<file path="config.mk">
export PLATFORM = sky130hd
export DESIGN_NAME = regulator_enable_sequencer
export DESIGN_NICKNAME = d
export VERILOG_FILES = /design/src/rsq_pkg.sv /design/src/regulator_channel.sv /design/src/regulator_enable_sequencer.sv
export VERILOG_INCLUDE_DIRS = /design/src /design/src/src
export SDC_FILE = /design/constraint.sdc
export NUM_CORES = 1
export LEC_CHECK = 0
export ABC_AREA = 1
export BUFFER_PORTS_ARGS = -buffer_cell sky130_fd_sc_hd__buf_2
export CORE_MARGIN = 2
export CORE_UTILIZATION = 45
export DETAILED_ROUTE_END_ITERATION = 16
export PLACE_DENSITY_LB_ADDON = 0.3
export SLEW_MARGIN = 20
export SYNTH_ARGS = -nofsm -noshare
export SYNTH_HDL_FRONTEND = slang
export SYNTH_SLANG_ARGS = --single-unit
</file>
<file path="constraint.sdc">
create_clock -name i_clk -period 2.37 [get_ports i_clk]
set_clock_uncertainty 0.15 [all_clocks]
set_input_delay 0.5925 -clock i_clk [delete_from_list [all_inputs] [get_ports i_clk]]
set_output_delay 0.5925 -clock i_clk [all_outputs]
set_load 0.03 [all_outputs]
</file>
<file path="src/rsq_defines.svh">
// constants for the regulator enable sequencer
`ifndef RSQ_DEFINES_SVH
`define RSQ_DEFINES_SVH

`define RSQ_STATUS_ADDR     8'h0F
`define RSQ_CFG_ADDR        8'h12
`define RSQ_CFG_RESET       8'h00
`define RSQ_FIRST_LSB       0
`define RSQ_SECOND_LSB      4
`define RSQ_CODE_W          3
`define RSQ_PIN_STS_BIT     0
`define RSQ_CLK_PERIOD_NS   10
`define RSQ_MS_NS           1000000
`define RSQ_MS_CYCLES       (`RSQ_MS_NS / `RSQ_CLK_PERIOD_NS)
`define RSQ_DLY_SEL0_MS     8'h50
`define RSQ_DLY_SEL1_MS     8'h78
`define RSQ_DLY_SEL2_MS     8'hA0
`define RSQ_DLY_SEL3_MS     8'hC8
`define RSQ_DLY_STEP_MS     4
`define RSQ_BUS_EN_OFF      2'h0

`endif

</file>
<file path="src/rsq_pkg.sv">
// types shared by the regulator enable sequencer
package rsq_pkg;

   typedef enum logic [2:0] {
      CODE_OFF      = 3'b000,
      CODE_RESERVED = 3'b001,
      CODE_AT_0     = 3'b010,
      CODE_AT_25    = 3'b011,
      CODE_AT_50    = 3'b100,
      CODE_PIN_LOW  = 3'b101,
      CODE_PIN_HIGH = 3'b110,
      CODE_BUS      = 3'b111
   } seq_code_t;

   typedef enum logic [1:0] {
      ST_IDLE  = 2'b00,
      ST_COUNT = 2'b01,
      ST_DONE  = 2'b10
   } seq_state_t;

endpackage

</file>
<file path="src/regulator_channel.sv">
// per-regulator decode of a sequencing code into an enable
`timescale 1ns/1ns
`include "rsq_defines.svh"
module regulator_channel
   import rsq_pkg::*;
(
   input  wire logic       i_clk,
   input  wire logic       i_arst_n,
   input  wire logic [2:0] i_code,
   input  wire logic       i_pin_level,
   input  wire logic [1:0] i_bus_enable,
   input  wire logic       i_at_0,
   input  wire logic       i_at_25,
   input  wire logic       i_at_50,
   input  wire logic       i_at_100,
   output logic            o_enable_ff
);

   logic nxt_enable;

   always_comb
   begin
      case (seq_code_t'(i_code))
         CODE_OFF:      nxt_enable = 1'b0;
         CODE_RESERVED: nxt_enable = 1'b0;
         CODE_AT_0:     nxt_enable = i_at_0;
         CODE_AT_25:    nxt_enable = i_at_25;
         CODE_AT_50:    nxt_enable = i_at_50;
         CODE_PIN_LOW:  nxt_enable = ~i_pin_level;
         CODE_PIN_HIGH: nxt_enable = i_pin_level;
         CODE_BUS:      nxt_enable = i_at_100 &
                                     (i_bus_enable != `RSQ_BUS_EN_OFF);
         default:       nxt_enable = 1'b0;
      endcase
   end

   always_ff @(posedge i_clk or negedge i_arst_n)
   begin
      if (!i_arst_n)
         o_enable_ff <= 1'b0;
      else
         o_enable_ff <= nxt_enable;
   end

endmodule // regulator_channel

</file>
<file path="src/regulator_enable_sequencer.sv">
// power-on enable sequencing for two linear regulators
// Function
// - code 000 off; 001 reserved, off
// - 010/011/100 enable at 0/25/50% delay
// - 101 pin active low, 110 active high
// - first regulator 111: bus enable after delay
// - second regulator decoded alike, own bus field
// - config bits 6:4 and 2:0, read-only
// - boot delay select gives 80/120/160/200 ms
// - control pin level readable as status bit
`timescale 1ns/1ns
`include "rsq_defines.svh"
module regulator_enable_sequencer
   import rsq_pkg::*;
#(
   parameter int MS_CYCLES = `RSQ_MS_CYCLES
)
(
   input  wire logic       i_clk,
   input  wire logic       i_arst_n,
   input  wire logic [7:0] i_sequence_config_strap,
   input  wire logic [1:0] i_boot_delay_select,
   input  wire logic       i_multi_purpose_control_pin,
   input  wire logic [1:0] i_first_regulator_bus_enable,
   input  wire logic [1:0] i_second_regulator_bus_enable,
   input  wire logic       i_rd_en,
   input  wire logic [7:0] i_rd_addr,
   output logic            o_first_regulator_enable_ff,
   output logic            o_second_regulator_enable_ff,
   output logic            o_sequence_done_ff,
   output logic [7:0]      o_rd_data_ff,
   output logic            o_rd_valid_ff
);

   if (MS_CYCLES < 1)
   begin : g_bad_ms
      $error("MS_CYCLES must be at least one");
   end

   // the quarter and half thresholds are shifts of the whole delay, so
   // every delay must divide into four whole milliseconds
   if (((`RSQ_DLY_SEL0_MS % `RSQ_DLY_STEP_MS) != 0) ||
       ((`RSQ_DLY_SEL1_MS % `RSQ_DLY_STEP_MS) != 0) ||
       ((`RSQ_DLY_SEL2_MS % `RSQ_DLY_STEP_MS) != 0) ||
       ((`RSQ_DLY_SEL3_MS % `RSQ_DLY_STEP_MS) != 0))
   begin : g_bad_delay
      $error("boot delays must be whole multiples of four ms");
   end

   localparam int TW = $clog2(MS_CYCLES + 1);

   seq_state_t state_ff;
   seq_state_t nxt_state;
   logic [TW-1:0] tick_cnt_ff;
   logic [7:0]    ms_cnt_ff;
   logic [7:0]    regulator_sequence_config_ff;
   logic [7:0]    delay_ms_ff;
   logic          captured_ff;

   wire logic        ms_tick;
   wire logic [7:0]  sel_delay_ms;
   wire logic [7:0]  thr_25;
   wire logic [7:0]  thr_50;
   wire logic        at_0;
   wire logic        at_25;
   wire logic        at_50;
   wire logic        at_100;
   wire logic        delay_end;
   wire logic [2:0]  code [2];
   wire logic [1:0]  bus_en [2];
   wire logic [7:0]  cfg_view;
   wire logic [7:0]  status_view;
   wire logic [7:0]  rd_mux;

   assign sel_delay_ms = (i_boot_delay_select == 2'h0) ? `RSQ_DLY_SEL0_MS :
                         (i_boot_delay_select == 2'h1) ? `RSQ_DLY_SEL1_MS :
                         (i_boot_delay_select == 2'h2) ? `RSQ_DLY_SEL2_MS :
                                                         `RSQ_DLY_SEL3_MS;

   // all delays are multiples of 4 ms, so the shifts are exact
   assign thr_25 = delay_ms_ff >> 2;
   assign thr_50 = delay_ms_ff >> 1;

   // the divider runs only while counting, so every boot starts at zero
   assign ms_tick = (state_ff == ST_COUNT) &&
                    (tick_cnt_ff == TW'(MS_CYCLES - 1));

   // the last tick of the last millisecond ends the delay
   assign delay_end = ms_tick && ((ms_cnt_ff + 8'h01) >= delay_ms_ff);

   // pin codes bypass these; only the timed and bus codes wait here
   assign at_0   = (state_ff != ST_IDLE);
   assign at_25  = at_0 && (ms_cnt_ff >= thr_25);
   assign at_50  = at_0 && (ms_cnt_ff >= thr_50);
   assign at_100 = (state_ff == ST_DONE);

   assign code[0] = regulator_sequence_config_ff[`RSQ_FIRST_LSB +: `RSQ_CODE_W];
   assign code[1] = regulator_sequence_config_ff[`RSQ_SECOND_LSB +:
                                                 `RSQ_CODE_W];
   assign bus_en[0] = i_first_regulator_bus_enable;
   assign bus_en[1] = i_second_regulator_bus_enable;

   assign cfg_view = {1'b0,
                      regulator_sequence_config_ff[`RSQ_SECOND_LSB +:
                                                   `RSQ_CODE_W],
                      1'b0,
                      regulator_sequence_config_ff[`RSQ_FIRST_LSB +:
                                                   `RSQ_CODE_W]};
   assign status_view = {7'h00, i_multi_purpose_control_pin};

   // unmapped addresses answer zero with valid; nothing here is writable
   assign rd_mux = (i_rd_addr == `RSQ_CFG_ADDR)    ? cfg_view    :
                   (i_rd_addr == `RSQ_STATUS_ADDR) ? status_view :
                                                     8'h00;

   always_comb
   begin
      case (state_ff)
         ST_IDLE:  nxt_state = captured_ff ? ST_COUNT : ST_IDLE;
         ST_COUNT: nxt_state = delay_end ? ST_DONE : ST_COUNT;
         ST_DONE:  nxt_state = ST_DONE;
         default:  nxt_state = ST_IDLE;
      endcase
   end

   // straps are caught on the first edge after reset release; later
   // changes on them are ignored until the next reset
   always_ff @(posedge i_clk or negedge i_arst_n)
   begin
      if (!i_arst_n)
         captured_ff <= 1'b0;
      else
         captured_ff <= 1'b1;
   end

   always_ff @(posedge i_clk or negedge i_arst_n)
   begin
      if (!i_arst_n)
      begin
         regulator_sequence_config_ff <= `RSQ_CFG_RESET;
         delay_ms_ff                  <= `RSQ_DLY_SEL0_MS;
      end
      else if (!captured_ff)
      begin
         regulator_sequence_config_ff <= i_sequence_config_strap;
         delay_ms_ff                  <= sel_delay_ms;
      end
   end

   always_ff @(posedge i_clk or negedge i_arst_n)
   begin
      if (!i_arst_n)
         state_ff <= ST_IDLE;
      else
         state_ff <= nxt_state;
   end

   // one-ms enable pulse divider
   always_ff @(posedge i_clk or negedge i_arst_n)
   begin
      if (!i_arst_n)
         tick_cnt_ff <= '0;
      else if (state_ff == ST_COUNT)
         tick_cnt_ff <= ms_tick ? '0 : tick_cnt_ff + TW'(1);
   end

   // the single delay counter that every threshold compares against
   always_ff @(posedge i_clk or negedge i_arst_n)
   begin
      if (!i_arst_n)
         ms_cnt_ff <= 8'h00;
      else if (ms_tick)
         ms_cnt_ff <= ms_cnt_ff + 8'h01;
   end

   // read data idle at zero so a stray sample never shows stale bits
   always_ff @(posedge i_clk or negedge i_arst_n)
   begin
      if (!i_arst_n)
      begin
         o_rd_data_ff  <= 8'h00;
         o_rd_valid_ff <= 1'b0;
      end
      else
      begin
         o_rd_data_ff  <= i_rd_en ? rd_mux : 8'h00;
         o_rd_valid_ff <= i_rd_en;
      end
   end

   always_ff @(posedge i_clk or negedge i_arst_n)
   begin
      if (!i_arst_n)
         o_sequence_done_ff <= 1'b0;
      else
         o_sequence_done_ff <= at_100;
   end

   logic [1:0] enable_ff;

   // one decoder per regulator; both share the thresholds and the pin
   for (genvar g = 0; g < 2; g++)
   begin : g_chan
      regulator_channel u_chan (
         .i_clk        (i_clk),
         .i_arst_n     (i_arst_n),
         .i_code       (code[g]),
         .i_pin_level  (i_multi_purpose_control_pin),
         .i_bus_enable (bus_en[g]),
         .i_at_0       (at_0),
         .i_at_25      (at_25),
         .i_at_50      (at_50),
         .i_at_100     (at_100),
         .o_enable_ff  (enable_ff[g])
      );
   end

   assign o_first_regulator_enable_ff  = enable_ff[0];
   assign o_second_regulator_enable_ff = enable_ff[1];

endmodule // regulator_enable_sequencer

</file>
# Yosys cells after proc, flatten, opt, wreduce, memory -nomap -nowiden
# Cells that the tools add are included.
# classes
eq_ne	21
n_reduce_logical	13
n_addsub	2
muxes	12
bitwise_logic	3
order_cmp	3
# op_table
op	n
$eq A3 B3 Y1 const B	8
$mux W7	3
$add A17 B1 Y17 const B	1
$eq A17 B17 Y1 const B	1
$mux W17	1
$mux W8	2
$pmux W1 S7	2
$eq A3 B2 Y1 const B	4
$add A8 B1 Y8 const B	1
$eq A8 B4 Y1 const B	1
$eq A8 B5 Y1 const B	1
$ge A8 B6 Y1	1
$ge A8 B7 Y1	1
$ge A8 B8 Y1	1
$eq A3 B1 Y1 const B	2
$logic_not A3 Y1	2
$pmux W2 S3	1
$reduce_bool A2 Y1	3
$eq A2 B1 Y1 const B	2
$eq A2 B2 Y1 const B	2
$logic_and A1 B1 Y1	4
$logic_not A2 Y1	2
$reduce_or A2 Y1	2
$and A1 B1 Y1	2
other kinds (3)	4
# word_totals
reg_bits	54
out_inout_bits	12
in_bits	26
elab_cells	65

# Depth between registers and ports, before layout
# depth
depth_word	5
mapped_depth	14

# Cells and area by module
# From an unflattened synthesis, not the netlist that was laid out.
# hier_totals
hier_cells	404
area_unflattened_um2	3015.4
# modules_own_cells
module	cells_per_inst	area_per_inst_um2	n_inst	seq_area_each_um2
regulator_enable_sequencer	352	2760.1	1	1178.6
regulator_channel	26	127.6	2	25.0

# Least setup slack after synthesis
# Ideal clock, no wire load.
# synth_timing
path_kind	flip-flop to flip-flop
start	register ms_cnt_ff[0]
end	register state_ff[0]
n_path_buf	0
t_required_ns	2.104
stages_incl_launch_ff	15
setup_time_ns	0.116
period_less_slack_ns	1.977
t_arrival_ns	1.711
path_slack_ns	0.393
cell_sequence	dfrtp_1 ha_1 nand3_1 nor2_1 nand2_1 xor2_1 inv_1 ha_1 nand2_1 nor2_1 nor2_1 o21ai_0 nand2_1 nand2_1 nand2_1
# synth_via
elab_chain_cells	5
# synth_rtl
element	line	text
start: declaration	regulator_enable_sequencer.sv:55	logic [7:0] ms_cnt_ff;
start signal: assignment	regulator_enable_sequencer.sv:173	ms_cnt_ff <= ms_cnt_ff + 8'h01;
$add A8 B1 Y8	regulator_enable_sequencer.sv:89	assign delay_end = ms_tick && ((ms_cnt_ff + 8'h01) >= delay_ms_ff);
$ge A8 B8 Y1	regulator_enable_sequencer.sv:89	
$logic_and A1 B1 Y1	regulator_enable_sequencer.sv:89	
$mux W2	regulator_enable_sequencer.sv:120	ST_COUNT: nxt_state = delay_end ? ST_DONE : ST_COUNT;
$pmux W2 S3	regulator_enable_sequencer.sv:118	case (state_ff)
via nxt_state[0]	regulator_enable_sequencer.sv:53	seq_state_t nxt_state;
end signal: assignment	regulator_enable_sequencer.sv:155	state_ff <= nxt_state;
end: declaration	regulator_enable_sequencer.sv:52	seq_state_t state_ff;
# The timed path passes the listed nets, and every way through them passes these cells.
# A chain may end at the register's enable or synchronous reset.

# Final worst setup path
# Same ends and word-level chain as after synthesis.

==> impl_metrics.tcl <==
set metrics [dict create \
    crit-reg2reg-launch "ms_cnt_ff[0]" \
    root_buffer "clkbuf_8" \
    netlist.area_leader.share 0.391 \
    track_usage 0.178 \
    cts_buffer_depth 2 \
    fin_crit_sh 0.896 \
    p_leak_nw 1.80 \
    peakVddDrop_uv 222 \
    core_um2 6420 \
    avgSynthCellArea_um2 7.51 \
    antenna_left 0 \
    dpl.cell_count 507 \
    syn2layout_area_growth_pct 14.0 \
    yosysTopAreaCell "dfrtp_1" \
    power.density_nw_per_um2 632 \
    grt_pass1_wl_um 10700 \
    drc 0 \
    start_kind "flop" \
    dr.pass1.iters 7 \
    cp.arrival_ns 2.18 \
    critPathMaxFanout 4 \
    routedWlPerCell_um 11.6 \
    cts_tree "built" \
    yosys_warnings 0 \
    critical_path_class "flop to flop" \
    placed_area_um2 3250 \
    slew_viol_final 0 \
    drtIter0Drc 170 \
    cts_num_sinks 49 \
    gp_congestion 0.871 \
    die_width_um 85.8 \
    reg2reg_to "state_ff[0]" \
    netlist_instances 401 \
    ff2ff_setup_slack_ns 0.25 \
    portBuffers 33 \
    cts_buffers 5 \
    design_area_um2 3430 \
    rows 29 \
    first_global_vias 2459 \
    cts.clk_slew.worst_paths_ns 0.10 \
    r2r_cells 12 \
    place_hpwl_um 4600 \
    num_antenna_cells 0 \
    routed_wl_um 6000 \
    grt_remaining_overflow 0 \
    ys_ff_latch 49 \
    ctsHoldBuffers 0 \
    cts.htree.levels 2 \
    power_mw 2.17 \
    worst_skew_pair.late_latency_ns 0.31 \
    synth_area_um2 3010 \
    die_h_um 85.8 \
    cpMostUsedCell "nand2_1" \
    fillers 593 \
    num_io_pins 38 \
    drive_above_1_share 0.170 \
    grt_max_degree 32 \
    fin_crit_ns 2.12 \
    num_vias 2594 \
    die_area_um2 7360 \
    grt_antenna_before_repair 0 \
    hold_viol_final 0 \
    critPathRequiredTime_ns 2.43 \
    yosysUniqueCellTypes 31 \
    cap_violations 0 \
    final_util 0.534 \
    outcome "completed" \
    regArea_um2 1230 \
    cp_cell_sequence "ha_2 -> nand3_2 -> nor2_2 -> nand2_2 -> xor2_2 -> inv_1 -> ha_1 -> nand4_1 -> o21ai_0 -> nand2_1 -> nand2_1 -> nand2_1" \
    nets 485 \
    synthFlopType "dfrtp_1" \
    synth_edf_count 0 \
    ys_top_cells_by_area "dfrtp_1 39%, nand2_1 13%, ha_1 8.3%" \
    hold_slack_ns 0.0673 \
    via_per_inst 5.02 \
    fmax_mhz 471 \
    stdcell_count 517 \
    hold_path_class "primary input to asynchronous set/reset pin" \
    multiInputGateArea_um2 1570 \
    synth-async-reset-ratio 1.00 \
    finalSetupViolCount 0 \
    cp-end-kind "flop" \
    slowest_stage "dfrtp_1" \
    initial_core_util 0.469 \
    synth_seq_area_share 0.408 \
    slowest_delay_ns 0.38 \
]
==> per-stage QoR <==
| step | TNS, ns | setup slack (ns) |
|---|---|---|
| floorplan | 0 | 0.393 |
| global placement | 0 | 0.247 |
| detailed placement | 0 | 0.202 |
| CTS | 0 | 0.186 |
| global route | -0.0116 | -0.0116 |
| finish | 0 | 0.247 |
==> cell usage after synthesis, types with 2 or more instances <==
cell type,instances
nor2_1,54
nor2_2,5
o21ai_2,3
xor2_1,9
nor3_1,11
dfrtp_1,47
dfstp_2,2
conb_1,2
nor3b_1,2
o21bai_1,2
buf_6,2
o21ai_0,17
nand4_1,8
inv_1,50
or2_2,2
buf_4,2
nor2_4,3
nand3b_1,2
nand2_2,3
ha_1,20
o21ai_1,4
nand3_1,24
nand2_1,106
inv_2,4
a21oi_1,11
==> sequential cells by signal (all words and copies together), names as in the netlist <==
| name | cells |
|---|---|
| tick_cnt_ff | 17 |
| ms_cnt_ff | 8 |
| o_rd_data_ff | 6 |
| regulator_sequence_config_ff | 6 |
| delay_ms_ff | 5 |
| g_chan.u_chan.o_enable_ff | 2 |
| state_ff | 2 |
| captured_ff | 1 |
| o_rd_valid_ff | 1 |
| o_sequence_done_ff | 1 |
==> power by group <==
group | leakage (nW) | total, mW | internal [mW] | switching [mW]
Combinational | 1.09 | 0.433 | 0.157 | 0.276
Sequential | 0.633 | 1.02 | 0.929 | 0.0881
Clock | 0.0687 | 0.719 | 0.425 | 0.294
==> what timing repair did <==
| item | CTS | global route |
|---|---|---|
| resized for setup | 0 | 7 |
| endpoints found under the setup margin | 0 | 2 |
| buffers inserted | 0 | 2 |
==> cell families after synthesis <==
| group | Yosys count | share of synthesized area |
|---|---|---|
| simple gates | 222 | 0.325 |
| xor+xnor | 10 | 0.0291 |
| flops | 49 | 0.408 |
| buf+inv | 60 | 0.0827 |
| fa+ha+maj | 20 | 0.0831 |
| other cells | 2 | 0.00249 |
| compound gates | 38 | 0.0694 |
==> per-layer routing <==
layer / up-vias / routed length, um / GRT usage
met5: - / 0 / 0
met4: 0 / 66 / 0.0505
met3: 6 / 241 / 0.0404
met2: 50 / 2820 / 0.285
met1: 1203 / 2870 / 0.244
li1: 1335 / - / -
==> layout by cell type, fill, tap and decap left out, drive strengths merged <==
master    n
or2       2
nand4     8
nand2   109
xnor2     1
nor2     62
a21oi    11
a21o      1
o21bai    2
nand3    26
dfrtp    47
conb      3
clkbuf    5
nor3     11
nor3b     2
o21ai    24
bufinv    2
xor2      9
dfstp     2
ha       20
nand3b    2
inv      55
buf      36
==> critical path: cells and delay by family, from the launching register on <==
| family | cells | cell delay (ns) |
|---|---|---|
| AOI/OAI and AO/OA | 1 | 0.21 |
| DFF | 1 | 0.38 |
| and+or+nand+nor | 7 | 0.58 |
| xor gates and xnor gates | 1 | 0.15 |
| buffers and inverters | 1 | 0.06 |
| adders and majority gates | 2 | 0.50 |
==> final cells by class <==
type / count / share of cell area
clock buffers: 5 / 0.0201
clock inverters: 3 / 0.0201
repair buffers: 36 / 0.0583
inverters: 54 / 0.0591
multi-input cells: 293 / 0.456
flip-flops and latches: 49 / 0.358
well taps: 77 / 0.0281
==> worst max-delay path by stage <==
| stage | slack, ns | to | cells past startpoint | start |
|---|---|---|---|---|
| global placement | 0.25 | state_ff[0] | 12 | ms_cnt_ff[0] |
| detailed placement | 0.20 | state_ff[0] | 12 | ms_cnt_ff[0] |
| global route | -0.01 | state_ff[0] | 14 | ms_cnt_ff[1] |
| finish | 0.25 | state_ff[0] | 12 | ms_cnt_ff[0] |
| floorplan | 0.39 | state_ff[0] | 14 | ms_cnt_ff[0] |
| CTS | 0.19 | state_ff[0] | 12 | ms_cnt_ff[0] |
No activity file was read; power rests on OpenSTA's default activity.
